<file path="config.mk">
export PLATFORM = sky130hd
export DESIGN_NAME = peak_hold_picker
export DESIGN_NICKNAME = d
export VERILOG_FILES = /design/src/core/peak_hold_pkg.sv /design/src/core/peak_hold_picker.sv
export VERILOG_INCLUDE_DIRS = /design/src /design/src/core
export SDC_FILE = /design/constraint.sdc
export NUM_CORES = 1
export LEC_CHECK = 0
export ABC_AREA = 1
export BUFFER_PORTS_ARGS = -buffer_cell sky130_fd_sc_hd__buf_4
export CELL_PAD_IN_SITES_DETAIL_PLACEMENT = 1
export CELL_PAD_IN_SITES_GLOBAL_PLACEMENT = 2
export CORE_ASPECT_RATIO = 0.5
export CORE_MARGIN = 1.5
export CORE_UTILIZATION = 32
export DETAILED_ROUTE_END_ITERATION = 12
export HOLD_SLACK_MARGIN = 0.12
export PLACE_DENSITY = 0.8
export SLEW_MARGIN = 30
export SYNTH_ARGS = -nofsm -noshare
export SYNTH_HDL_FRONTEND = slang
export SYNTH_SLANG_ARGS = --single-unit
</file>
<file path="constraint.sdc">
create_clock -name clk_sys -period 7.9 [get_ports clk_sys]
set_input_delay 1.185 -clock clk_sys [delete_from_list [all_inputs] [get_ports clk_sys]]
set_output_delay 1.185 -clock clk_sys [all_outputs]
set_load 0.005 [all_outputs]
</file>
<file path="src/core/peak_hold_params.svh">
// constants for the peak hold picker: register map, field positions,
// reset values and timing figures.
// assumes a 100 MHz system clock and 16-bit temperatures in 0.01 degree.
`ifndef PEAK_HOLD_PARAMS_SVH
`define PEAK_HOLD_PARAMS_SVH

// register word indexes, taken from byte address bits 5:2
`define PH_ADDR_CTRL     4'h0
`define PH_ADDR_THR      4'h1
`define PH_ADDR_DECAY    4'h2
`define PH_ADDR_DELAY    4'h3
`define PH_ADDR_LOWLIM   4'h4
`define PH_ADDR_STATUS   4'h5
`define PH_ADDR_LSB      2
`define PH_ADDR_MSB      5

// control fields
`define PH_MODE_LSB      0
`define PH_MODE_MSB      1
`define PH_CSEL_LSB      4
`define PH_CSEL_MSB      7
`define PH_CSEL_OFF      4'h0
`define PH_CSEL_AUTO     4'h1
`define PH_CSEL_MAX      4'hc

// reset values
`define PH_RST_CTRL      32'h0000_0000
`define PH_RST_TEMP      16'h0000

// timing: base tick of one millisecond
`define PH_CLK_NS        10
`define PH_TICK_NS       1000000
`define PH_DELAY_UNIT_MS 14'h000a
`define PH_DECAY_DIV     17'h003e8

// clear interval lengths in ms for selector codes 2 to 12
`define PH_CI_2          15'h000a
`define PH_CI_3          15'h0014
`define PH_CI_4          15'h0032
`define PH_CI_5          15'h0064
`define PH_CI_6          15'h00c8
`define PH_CI_7          15'h01f4
`define PH_CI_8          15'h03e8
`define PH_CI_9          15'h07d0
`define PH_CI_10         15'h1388
`define PH_CI_11         15'h2710
`define PH_CI_12         15'h61a8

// one degree in temperature units
`define PH_ONE_DEG       16'h0064

// bus answers
`define PH_RESP_OKAY     2'b00
`define PH_RESP_SLVERR   2'b10

`endif

</file>
<file path="src/core/peak_hold_pkg.sv">
// types shared by the peak hold picker.
// assumes peak_hold_params.svh for the numeric constants.
package peak_hold_pkg;

  typedef enum logic [1:0] {
    MODE_LIVE,
    MODE_AUTO,
    MODE_CLEAR,
    MODE_SMART
  } mode_e;

  typedef enum logic [1:0] {
    SM_BELOW,
    SM_DELAY,
    SM_HOLD
  } smart_e;

  typedef struct packed {
    logic        valid;
    logic [15:0] temp;
  } sample_s;

endpackage : peak_hold_pkg

</file>
<file path="src/core/peak_hold_picker.sv">
// peak hold picker with axi4-lite registers and a sample stream.
// assumes samples already pass the response filter and are synchronous.
`timescale 1ns/100ps
`default_nettype none
`include "peak_hold_params.svh"

module peak_hold_picker import peak_hold_pkg::*; #(
  parameter int TICK_CYCLES = `PH_TICK_NS / `PH_CLK_NS
) (
  input  wire logic        clk_sys,
  input  wire logic        rst,
  input  wire logic [31:0] awaddr,
  input  wire logic        awvalid,
  output logic             awready,
  input  wire logic [31:0] wdata,
  input  wire logic [3:0]  wstrb,
  input  wire logic        wvalid,
  output logic             wready,
  output logic [1:0]       bresp,
  output logic             bvalid,
  input  wire logic        bready,
  input  wire logic [31:0] araddr,
  input  wire logic        arvalid,
  output logic             arready,
  output logic [31:0]      rdata,
  output logic [1:0]       rresp,
  output logic             rvalid,
  input  wire logic        rready,
  input  wire sample_s     sampleIn,
  output sample_s          sampleOut
);

  logic [31:0] ctrl_q;
  logic [15:0] thr_q, decay_q, delay_q, lowLim_q;
  logic [3:0]  awIdx_q;
  logic        awHeld_q, wHeld_q;
  logic [31:0] wData_q;
  logic [3:0]  wStrb_q;
  logic [31:0] tickCnt_q;
  logic        tick;
  logic [14:0] ciCnt_q;
  logic [14:0] ciLen;
  logic [13:0] dlyCnt_q;
  logic [15:0] held_q, run_q, shown_q;
  logic        shownOk_q, prevHot_q;
  logic [9:0]  decAcc_q;
  logic [16:0] decSum;
  logic [16:0] decWhole;
  logic [15:0] decayed;
  logic [1:0]  modeLast_q;
  logic        modeChg;
  smart_e      sm_q;
  mode_e       mode;
  logic [3:0]  csel;
  logic        clearOn;
  logic        doWrite;
  logic [15:0] t;
  logic        hotNow;
  logic        newObj;

  // mode is a single 2-bit field, so two modes can never be on at once
  assign mode    = mode_e'(ctrl_q[`PH_MODE_MSB:`PH_MODE_LSB]);
  assign csel    = ctrl_q[`PH_CSEL_MSB:`PH_CSEL_LSB];
  assign clearOn = (mode == MODE_CLEAR) && (csel > `PH_CSEL_AUTO);
  assign modeChg = (modeLast_q != ctrl_q[`PH_MODE_MSB:`PH_MODE_LSB]);
  assign t       = sampleIn.temp; // already filtered upstream
  assign doWrite = awHeld_q && wHeld_q && !bvalid;

  // new hot object: at least one degree over the low limit, from not hot
  assign hotNow  = ({1'b0, t} >=
                    ({1'b0, lowLim_q} + {1'b0, `PH_ONE_DEG}));
  assign newObj  = sampleIn.valid && hotNow && !prevHot_q;

  // write address and data are accepted independently
  always_ff @(posedge clk_sys or posedge rst) begin
    if (rst) begin
      awHeld_q <= 1'b0;
      wHeld_q  <= 1'b0;
      awIdx_q  <= 4'h0;
      wData_q  <= 32'h0000_0000;
      wStrb_q  <= 4'h0;
    end else begin
      if (awvalid && awready) begin
        awHeld_q <= 1'b1;
        awIdx_q  <= awaddr[`PH_ADDR_MSB:`PH_ADDR_LSB];
      end else if (doWrite) begin
        awHeld_q <= 1'b0;
      end
      if (wvalid && wready) begin
        wHeld_q <= 1'b1;
        wData_q <= wdata;
        wStrb_q <= wstrb;
      end else if (doWrite) begin
        wHeld_q <= 1'b0;
      end
    end
  end

  // ready only while the channel has nothing pending
  always_ff @(posedge clk_sys or posedge rst) begin
    if (rst) begin
      awready <= 1'b0;
      wready  <= 1'b0;
    end else begin
      awready <= !awHeld_q && !(awvalid && awready) && !bvalid;
      wready  <= !wHeld_q && !(wvalid && wready) && !bvalid;
    end
  end

  // register writes and the write response
  always_ff @(posedge clk_sys or posedge rst) begin
    if (rst) begin
      ctrl_q   <= `PH_RST_CTRL;
      thr_q    <= `PH_RST_TEMP;
      decay_q  <= `PH_RST_TEMP;
      delay_q  <= `PH_RST_TEMP;
      lowLim_q <= `PH_RST_TEMP;
      bvalid   <= 1'b0;
      bresp    <= `PH_RESP_OKAY;
    end else begin
      if (bvalid && bready) begin
        bvalid <= 1'b0;
      end
      if (doWrite) begin
        bvalid <= 1'b1;
        bresp  <= `PH_RESP_OKAY;
        case (awIdx_q)
          `PH_ADDR_CTRL: begin
            if (wStrb_q[0]) ctrl_q[7:0] <= wData_q[7:0];
          end
          `PH_ADDR_THR: begin
            if (wStrb_q[0]) thr_q[7:0] <= wData_q[7:0];
            if (wStrb_q[1]) thr_q[15:8] <= wData_q[15:8];
          end
          `PH_ADDR_DECAY: begin
            if (wStrb_q[0]) decay_q[7:0] <= wData_q[7:0];
            if (wStrb_q[1]) decay_q[15:8] <= wData_q[15:8];
          end
          `PH_ADDR_DELAY: begin
            if (wStrb_q[0]) delay_q[7:0] <= wData_q[7:0];
            if (wStrb_q[1]) delay_q[15:8] <= wData_q[15:8];
          end
          `PH_ADDR_LOWLIM: begin
            if (wStrb_q[0]) lowLim_q[7:0] <= wData_q[7:0];
            if (wStrb_q[1]) lowLim_q[15:8] <= wData_q[15:8];
          end
          `PH_ADDR_STATUS: ;
          default: bresp <= `PH_RESP_SLVERR;
        endcase
      end
    end
  end

  // read channel, one cycle after the address is taken
  always_ff @(posedge clk_sys or posedge rst) begin
    if (rst) begin
      arready <= 1'b0;
      rvalid  <= 1'b0;
      rdata   <= 32'h0000_0000;
      rresp   <= `PH_RESP_OKAY;
    end else begin
      arready <= !rvalid && !(arvalid && arready);
      if (rvalid && rready) begin
        rvalid <= 1'b0;
      end
      if (arvalid && arready) begin
        rvalid <= 1'b1;
        rresp  <= `PH_RESP_OKAY;
        case (araddr[`PH_ADDR_MSB:`PH_ADDR_LSB])
          `PH_ADDR_CTRL:   rdata <= {24'h000000, ctrl_q[7:0]};
          `PH_ADDR_THR:    rdata <= {16'h0000, thr_q};
          `PH_ADDR_DECAY:  rdata <= {16'h0000, decay_q};
          `PH_ADDR_DELAY:  rdata <= {16'h0000, delay_q};
          `PH_ADDR_LOWLIM: rdata <= {16'h0000, lowLim_q};
          `PH_ADDR_STATUS: rdata <= {12'h000, shownOk_q, 1'b0,
                                     sm_q, sampleOut.temp};
          default: begin
            rdata <= 32'h0000_0000;
            rresp <= `PH_RESP_SLVERR;
          end
        endcase
      end
    end
  end

  // millisecond tick from the system clock
  always_ff @(posedge clk_sys or posedge rst) begin
    if (rst) begin
      tickCnt_q <= 32'h0000_0000;
    end else if (tickCnt_q == 32'(TICK_CYCLES - 1)) begin
      tickCnt_q <= 32'h0000_0000;
    end else begin
      tickCnt_q <= tickCnt_q + 32'h0000_0001;
    end
  end
  assign tick = (tickCnt_q == 32'(TICK_CYCLES - 1));

  // interval length per selector code
  always_comb begin
    case (csel)
      4'h2:    ciLen = `PH_CI_2;
      4'h3:    ciLen = `PH_CI_3;
      4'h4:    ciLen = `PH_CI_4;
      4'h5:    ciLen = `PH_CI_5;
      4'h6:    ciLen = `PH_CI_6;
      4'h7:    ciLen = `PH_CI_7;
      4'h8:    ciLen = `PH_CI_8;
      4'h9:    ciLen = `PH_CI_9;
      4'ha:    ciLen = `PH_CI_10;
      4'hb:    ciLen = `PH_CI_11;
      default: ciLen = `PH_CI_12;
    endcase
  end

  // decay step: rate in 0.01 deg/s, one step per ms tick
  assign decSum   = {7'h00, decAcc_q} + {1'b0, decay_q};
  assign decWhole = decSum / `PH_DECAY_DIV;
  assign decayed  = ({1'b0, held_q} <= ({1'b0, t} + decWhole))
                  ? t : 16'(held_q - decWhole[15:0]);

  // mode tracking for the restart on change
  always_ff @(posedge clk_sys or posedge rst) begin
    if (rst) begin
      modeLast_q <= 2'b00;
    end else begin
      modeLast_q <= ctrl_q[`PH_MODE_MSB:`PH_MODE_LSB];
    end
  end

  // clear interval: running and shown buffers with the interval timer
  always_ff @(posedge clk_sys or posedge rst) begin
    if (rst) begin
      ciCnt_q   <= 15'h0000;
      run_q     <= `PH_RST_TEMP;
      shown_q   <= `PH_RST_TEMP;
      shownOk_q <= 1'b0;
    end else if (modeChg || !clearOn) begin
      ciCnt_q   <= 15'h0000;
      run_q     <= `PH_RST_TEMP;
      shownOk_q <= 1'b0;
    end else begin
      if (tick && (ciCnt_q >= ciLen - 15'h0001)) begin
        ciCnt_q   <= 15'h0000;
        shown_q   <= (sampleIn.valid && t > run_q) ? t : run_q;
        shownOk_q <= 1'b1;
        run_q     <= sampleIn.valid ? t : `PH_RST_TEMP;
      end else begin
        if (tick) ciCnt_q <= ciCnt_q + 15'h0001;
        if (sampleIn.valid && t > run_q) run_q <= t;
      end
    end
  end

  // smart and auto hold: held value, delay and phase
  always_ff @(posedge clk_sys or posedge rst) begin
    if (rst) begin
      held_q    <= `PH_RST_TEMP;
      sm_q      <= SM_BELOW;
      dlyCnt_q  <= 14'h0000;
      decAcc_q  <= 10'h000;
      prevHot_q <= 1'b0;
    end else if (modeChg) begin
      held_q    <= t;
      sm_q      <= SM_BELOW;
      dlyCnt_q  <= 14'h0000;
      decAcc_q  <= 10'h000;
      prevHot_q <= 1'b0;
    end else if (mode == MODE_AUTO) begin
      if (sampleIn.valid) begin
        prevHot_q <= hotNow;
        if (newObj) begin
          held_q <= t;
        end else if (t > held_q) begin
          held_q <= t;
        end
      end
    end else if (mode == MODE_SMART) begin
      case (sm_q)
        SM_BELOW: begin
          held_q   <= t;
          dlyCnt_q <= 14'h0000;
          decAcc_q <= 10'h000;
          if (sampleIn.valid && t > thr_q) begin
            sm_q <= (delay_q == 16'h0000) ? SM_HOLD : SM_DELAY;
          end
        end
        SM_DELAY: begin
          held_q <= t;
          if (sampleIn.valid && t <= thr_q) begin
            sm_q <= SM_BELOW;
          end else if (tick) begin
            if (dlyCnt_q >= 14'(delay_q * `PH_DELAY_UNIT_MS) - 14'h0001) begin
              sm_q <= SM_HOLD;
            end else begin
              dlyCnt_q <= dlyCnt_q + 14'h0001;
            end
          end
        end
        SM_HOLD: begin
          if (sampleIn.valid && t <= thr_q) begin
            sm_q   <= SM_BELOW;
            held_q <= t;
          end else if (sampleIn.valid && t > held_q) begin
            held_q <= t;
          end else if (tick && decay_q != 16'h0000) begin
            held_q   <= decayed;
            decAcc_q <= 10'(decSum - decWhole * `PH_DECAY_DIV);
          end
        end
        default: sm_q <= SM_BELOW;
      endcase
    end
  end

  // output selection, registered
  always_ff @(posedge clk_sys or posedge rst) begin
    if (rst) begin
      sampleOut <= '0;
    end else begin
      sampleOut.valid <= sampleIn.valid;
      case (mode)
        MODE_AUTO:  sampleOut.temp <= (newObj || t > held_q) ? t : held_q;
        MODE_CLEAR: sampleOut.temp <= shownOk_q ? shown_q : t;
        MODE_SMART: sampleOut.temp <= (sm_q == SM_HOLD && t > thr_q
                                       && held_q > t) ? held_q : t;
        default:    sampleOut.temp <= t;
      endcase
    end
  end

endmodule : peak_hold_picker
`default_nettype wire

</file>
==> results of run 1 <==
[report_power, final]
part	total, mW	internal (mW)	switching [mW]
sequential	2.01	1.66	0.343
clock	1.46	0.856	0.607
combinational	4.48	1.77	2.71
[cell families after synthesis]
kind of cell	Yosys count	share of synthesized area [%]
flops	264	34.1
xor+xnor	109	4.93
fa+ha+maj	191	12.7
simple gates	920	21.3
other cells	2	0.0388
compound gates	594	17.7
buf+inv	458	9.19
[timing repair]
item | CTS | global route
hold buffers | 0 | 0
cloned | 1 | 0
endpoints found under the setup margin | 18 | 18
resized for setup | 87 | 80
hold endpoints to repair | 0 | 0
setup buffers | 21 | 20
pin swaps | 37 | 55
[worst paths after layout]
path	startpoint	to	slack, ns
setup reg to reg	decay_q[0]	held_q[8]	-0.74
hold / removal	rvalid	arready	0.44
min in group asynchronous	rst	rdata[8]	0.77
max in group asynchronous	rst	tickCnt_q[15]	5.50
hold reg to reg	rvalid	arready	0.44
setup / recovery	decay_q[0]	held_q[8]	-0.74
[flip-flops by register name, indices dropped and copies added (netlist names), 10 cells and up]
name,cells
ciCnt_q,15
decAcc_q,10
decay_q,16
delay_q,16
dlyCnt_q,14
held_q,16
lowLim_q,16
rdata,19
run_q,16
sampleOut,17
shown_q,16
thr_q,16
tickCnt_q,32
wData_q,16
[worst register-to-register path: cells and delay by family, from the launching register on]
family,cells,cell delay (ns)
and+or+nand+nor,44,3.83
AOI/OAI and AO/OA,12,1.75
buffers and inverters,13,1.25
adders and majority gates,5,1.34
DFF,1,0.37
[synthesized netlist by cell type (14+ instances only)]
master	n	area (um^2)
nand2_4	14	158
inv_2	14	52.6
o21ai_0	266	1330
xor2_1	89	780
nor3_1	38	190
buf_4	15	113
o2111ai_1	17	149
clkbuf_1	54	203
nor2_1	189	709
inv_1	365	1370
o22ai_1	31	194
o32ai_1	18	158
nand2_2	27	169
ha_1	183	2290
xnor2_1	20	175
nand2_1	459	1720
nand4_1	39	244
dfrtp_1	264	6610
a21oi_1	166	831
nand3_1	102	510
o211ai_1	20	150
[layout make-up]
type | count | area [um^2] | share of cell area (%)
clock buffers | 39 | 823 | 3.42
clock inverters | 10 | 160 | 0.666
well taps | 812 | 1020 | 4.22
multi-input cells | 1831 | 11800 | 49.0
repair buffers | 280 | 2190 | 9.12
flip-flops and latches | 264 | 6610 | 27.5
inverters | 386 | 1470 | 6.09
[metal layers]
| layer | routed length [um] | vias to the layer above | GRT usage, % |
|---|---|---|---|
| li1 | - | 8990 | - |
| met1 | 32300 | 9032 | 30.6 |
| met2 | 30500 | 290 | 35.0 |
| met3 | 2550 | 80 | 2.51 |
| met4 | 1290 | 0 | 4.11 |
| met5 | 0 | - | 0 |
[placed cells by master, fill, tap and decap left out, types with 18 or more instances in the layout]
| cell type | Yosys | layout |
|---|---|---|
| nand3_1 | 102 | 84 |
| dfrtp_1 | 264 | 264 |
| nand4_1 | 39 | 39 |
| o22ai_1 | 31 | 31 |
| nand2_1 | 459 | 424 |
| buf_4 | 15 | 268 |
| o32ai_1 | 18 | 18 |
| a21oi_1 | 166 | 160 |
| xor2_1 | 89 | 85 |
| nor2_1 | 189 | 180 |
| nand2_2 | 27 | 38 |
| o211ai_1 | 20 | 20 |
| nand2_4 | 14 | 32 |
| xnor2_1 | 20 | 20 |
| clkbuf_16 | 0 | 29 |
| inv_1 | 365 | 356 |
| o21ai_1 | 6 | 21 |
| o21ai_0 | 266 | 242 |
| nor3_1 | 38 | 36 |
| inv_2 | 14 | 18 |
| ha_1 | 183 | 173 |
==> metrics.log, run 1 <==
[metrics] post-detailed-route count of antenna-violating nets: 0
[metrics] DPL Wire Length: between 50 and 60 mm
[metrics] Fin Setup TNS: -11.56 ns
[metrics] final worst slack: -0.740 ns
[metrics] DRC violation count after routing: 0
[metrics] CP max-delay cell: fa_2
[metrics] number of global-route vias before repair: 18,700
[metrics] initial antenna violation count: 0
[metrics] Vias per Instance: between 5 and 6
[metrics] count of yosys warnings during synthesis: 0
[metrics] full die area: ~62,000 um^2
[metrics] top-level I/O count: around 180
[metrics] run status: finished with violations
[metrics] detailed router's first-iteration violation count: 1,116
[metrics] count of cell instances traversed by the critical path: 74
[metrics] source-to-sink clock delay at the later pin of the worst-skew pair: approximately 0.58 ns
[metrics] maximum ir drop on the vdd rail: approximately 0.19 mV
[metrics] worst-path fanout max: 6
[metrics] Total GRT Usage: between 20 and 25%
[metrics] Die Span Y: 177 um
[metrics] critical path start-end classification: reg2reg
[metrics] Max H-tree Level: 1
[metrics] routability cong.: around 0.83
[metrics] worst-case hold slack: ~0.44 ns
[metrics] period utilisation layout: 109%
[metrics] category of cells accounting for the largest share of critical-path delay: simple AND/OR/NAND/NOR gates
[metrics] diodes inserted: 0
[metrics] CTS tree: built
[metrics] design area: around 24,000 um^2
[metrics] aggregate global routing overflow: 0
[metrics] clock buffer count from CTS: 28
[metrics] TritonCTS Sinks: ~260
[metrics] worst-case clock buffer depth: 3
[metrics] growth of design area from synthesis to finish: 24.3%
[metrics] post-detailed-route wirelength per cell: approximately 18 um
[metrics] HP Class: reg2reg
[metrics] MaxCap Viol Count: 0
[metrics] startpoint types: register
[metrics] total placed cells including tap cells: ~3,500
[metrics] root buffer cell: clkbuf_16
[metrics] CP dominant cell by count: nand2_4
[metrics] sequential element share of the synthesized area: 34.1%
[metrics] Netlist cell types: 61
[metrics] input/output buffers: just over 90
[metrics] number of nets in the layout: about 3,100
[metrics] first-pass GRT wire length: 104 mm
[metrics] wirelength, routed: approximately 67 mm
[metrics] unrepaired setup endpoints after global routing: true
[metrics] time the final worst path needs with I/O delays and setup: between 8 and 9 ns
[metrics] arrival time at the worst endpoint: ~9 ns
[metrics] endpoint class of the critical path: register
[metrics] Mapped Avg Cell Area: ~7.6 um^2
[metrics] actual slew at the worst max-slew pin: 0.954 ns
[metrics] die outline width: 351 um
[metrics] worst rel slew slack: between 30 and 40%
[metrics] Final Slew Violations: 0
[metrics] total of flip-flops plus latches after synthesis: approximately 260
[metrics] number of cells traversed by the worst register-to-register path: 74
[metrics] largest net degree at the start of global routing: 160
[metrics] proportion of synthesized flip-flops having asynchronous set or reset: 100%
[metrics] leakage power figure: approximately 12 nW
[metrics] row count: between 60 and 70
[metrics] WP data required: 8.35 ns
[metrics] Filler Cells Inserted: a little over 7,000
[metrics] number of flops mapped to enable cells by yosys: 0
[metrics] Non-Filler Instances: around 3,600
[metrics] pre-CTS WS: -0.913 ns
[metrics] post-layout utilization of the core: approximately two fifths
[metrics] power per standard cell area: 330 nW/um^2
[metrics] total buffers and inverters traversed by the critical path: 13
[metrics] count of TritonRoute iterations in the first routing pass: 5
[metrics] violated checks: negative setup slack
[metrics] initial standard-cell utilization of the core: 32.5%
[metrics] total power of the final layout: a little under 8 mW
[metrics] netlist area before placement: between 15,000 and 20,000 um^2
[metrics] clock-pin slew on the worst setup and hold paths: 0.07 ns
[metrics] Hold Path Stages: 1
[metrics] Layout Skew: between 0.02 and 0.03 ns
[metrics] Syn Inst Count: 2,538
[metrics] Final Hold Vio Count: 0
[metrics] Post-synth top flop: dfrtp_1
[metrics] layout cells sized above 1: 18.3%
[metrics] routed via count: ~18,000
[metrics] area post-placement: 22,000 um^2
[metrics] Floorplan Core Area: 59,500 um^2
[metrics] Max Clk Rate: 116 MHz
[metrics] max incr delay on CP: 0.38 ns
[metrics] setup-violating endpoint count in the final report: 17
No activity file was read; power rests on OpenSTA's default activity.
==> run 2, diff against run 1 <==
Settings changed: REMOVE_ABC_BUFFERS set to 1, SLEW_MARGIN 30 to 25.
==> metrics.log, run 2 (same netlist as run 1, synthesis figures left out) <==
[metrics] Fin Setup TNS: -9.91 ns
[metrics] detailed router's first-iteration violation count: approximately 820
[metrics] TritonCTS Sinks: between 200 and 300
[metrics] routed via count: ~18,000
[metrics] actual slew at the worst max-slew pin: 0.935 ns
[metrics] global routing usage on met1: between 20 and 30%
[metrics] worst-path fanout max: 7
[metrics] Vias per Instance: between 5 and 6
[metrics] post-layout utilization of the core: 39.7%
[metrics] Final Slew Violations: 0
[metrics] global route hottest layer: met2
[metrics] WP data required: approximately 8.3 ns
[metrics] post-detailed-route count of antenna-violating nets: 0
[metrics] leakage power figure: ~12 nW
[metrics] power per standard cell area: approximately 330 nW/um^2
[metrics] row count: 63
[metrics] top register by number of flip-flops: tickCnt_q
[metrics] run status: finished with violations
[metrics] diodes inserted: 0
[metrics] worst-case hold slack: 0.446 ns
[metrics] input/output buffers: 92
[metrics] pre-CTS WS: -1.26 ns
[metrics] max incr delay on CP: approximately 0.43 ns
[metrics] die outline width: 351 um
[metrics] Floorplan Core Area: ~60,000 um^2
[metrics] layout cells sized above 1: between 15 and 20%
[metrics] biggest registers after layout: tickCnt_q (32), rdata (19), sampleOut (17)
[metrics] flip-flop count of the largest register after layout: 32
[metrics] Layout Skew: 0.0261 ns
[metrics] top-level I/O count: 182
[metrics] post-detailed-route wirelength per cell: roughly 18 um
[metrics] violated checks: negative setup slack
[metrics] arrival time at the worst endpoint: about 9.0 ns
[metrics] setup-violating endpoint count in the final report: 18
[metrics] CTS tree: built
[metrics] worst rel slew slack: 37.7%
[metrics] largest net degree at the start of global routing: between 90 and 100
[metrics] maximum ir drop on the vdd rail: 0.132 mV
[metrics] Max H-tree Level: 1
[metrics] MaxCap Viol Count: 0
[metrics] CP dominant cell by count: nand2_4
[metrics] DRC violation count after routing: 0
[metrics] critical path start-end classification: reg2reg
[metrics] full die area: 62,000 um^2
[metrics] aggregate global routing overflow: 0
[metrics] clock-pin slew on the worst setup and hold paths: about 0.06 ns
[metrics] DPL Wire Length: approximately 50 mm
[metrics] root buffer cell: clkbuf_16
[metrics] period utilisation layout: 108%
[metrics] number of nets in the layout: 3,088
[metrics] worst-case clock buffer depth: 3
[metrics] initial antenna violation count: 0
[metrics] Total GRT Usage: roughly a fifth
[metrics] met3 Resource Use GR: approximately 1.8%
[metrics] Filler Cells Inserted: 7,243
[metrics] CP max-delay cell: dfrtp_1
[metrics] count of TritonRoute iterations in the first routing pass: 5
[metrics] total power of the final layout: about 7.7 mW
[metrics] HP Class: reg2reg
[metrics] startpoint types: register
[metrics] initial standard-cell utilization of the core: between 30% and 40%
[metrics] Max Clk Rate: roughly 120 MHz
[metrics] time the final worst path needs with I/O delays and setup: 8.55 ns
[metrics] Final Hold Vio Count: 0
[metrics] number of global-route vias before repair: approximately 19,000
[metrics] endpoint class of the critical path: register
[metrics] leading cell type in the layout, fill and taps excluded: nand2_1
[metrics] most frequent cells in the layout: 426 x nand2_1, 357 x inv_1, 261 x dfrtp_1
[metrics] routability cong.: 0.877
[metrics] growth of design area from synthesis to finish: 22.2%
[metrics] wirelength, routed: around 64 mm
[metrics] final worst slack: -0.653 ns
[metrics] Die Span Y: 177 um
[metrics] source-to-sink clock delay at the later pin of the worst-skew pair: between 0.5 and 0.6 ns
[metrics] met2 track utilization from global routing: between 30% and 40%
[metrics] clock buffer count from CTS: 29
[metrics] first-pass GRT wire length: slightly above 100 mm
[metrics] unrepaired setup endpoints after global routing: true
-- run 2: cell count changes in the layout (fill, tap and decap cells not counted), sizes merged --
| cell | before | now |
|---|---|---|
| inv | 379 | 381 |
| bufinv | 4 | 1 |
| clkinvlp | 2 | 0 |
| clkbuf | 39 | 47 |
| clkinv | 11 | 8 |
| buf | 280 | 260 |
-- run 2: layer usage --
layer  routed length [um]  vias up  share of wire, %
li1                     -     8934                 -
met1                31400     8984                49
met2                30000      227                47
met3                 1670       73               2.6
met4                 1410        0               2.2
met5                    0        -                 0
-- run 2: final timing paths --
check                                end  slack, ns  startpoint  cells after the start
max in group asynchronous     held_q[15]       5.77         rst                      3
min in group asynchronous  tickCnt_q[21]       0.71         rst                      2
max                           held_q[12]      -0.65  decay_q[0]                     72
max reg2reg                   held_q[12]      -0.65  decay_q[0]                     72
min reg2reg                      arready       0.45      rvalid                      1
min                              arready       0.45      rvalid                      1
-- run 2: critical path: cells and delay by family (launching register included) --
| family | cells | cell delay, ns |
|---|---|---|
| adder cells (fa/ha/maj) | 5 | 1.36 |
| AO/OA/AOI/OAI | 12 | 1.81 |
| XOR/XNOR | 1 | 0.07 |
| buffers and inverters | 12 | 1.07 |
| AND/OR/NAND/NOR | 42 | 3.64 |
| flip-flops | 1 | 0.43 |
-- run 2: repair_timing --
action / CTS / global route
gates resized for setup: 90 / 69
endpoints found under the setup margin: 18 / 19
gates cloned: 1 / 1
hold buffers: 0 / 0
pin swaps: 56 / 66
buffers inserted: 19 / 9
-- run 2: stage by stage --
step,instance area [um^2],std cells
4_1_cts,23200,3596
5_1_grt,23600,3604
3_5_place_dp,21900,3526
2_1_floorplan,19100,2481
6_report,23600,3604
3_3_place_gp,21900,3526
-- run 2: power by group --
| group | leakage [nW] | internal (mW) | switching (mW) |
|---|---|---|---|
| registers | 3.39 | 1.66 | 0.368 |
| clock network | 0.458 | 0.787 | 0.586 |
| logic | 7.73 | 1.74 | 2.61 |
| total | 11.6 | 4.19 | 3.56 |
-- run 2: layout make-up --
| class | instances | area, um^2 | area share, % |
|---|---|---|---|
| flip-flops and latches | 264 | 6610 | 28.0 |
| well taps | 812 | 1020 | 4.30 |
| repair buffers | 261 | 2010 | 8.51 |
| multi-input cells | 1831 | 11600 | 49.1 |
| clock inverters | 4 | 48.8 | 0.206 |
| clock buffers | 46 | 880 | 3.72 |
| inverters | 386 | 1470 | 6.21 |
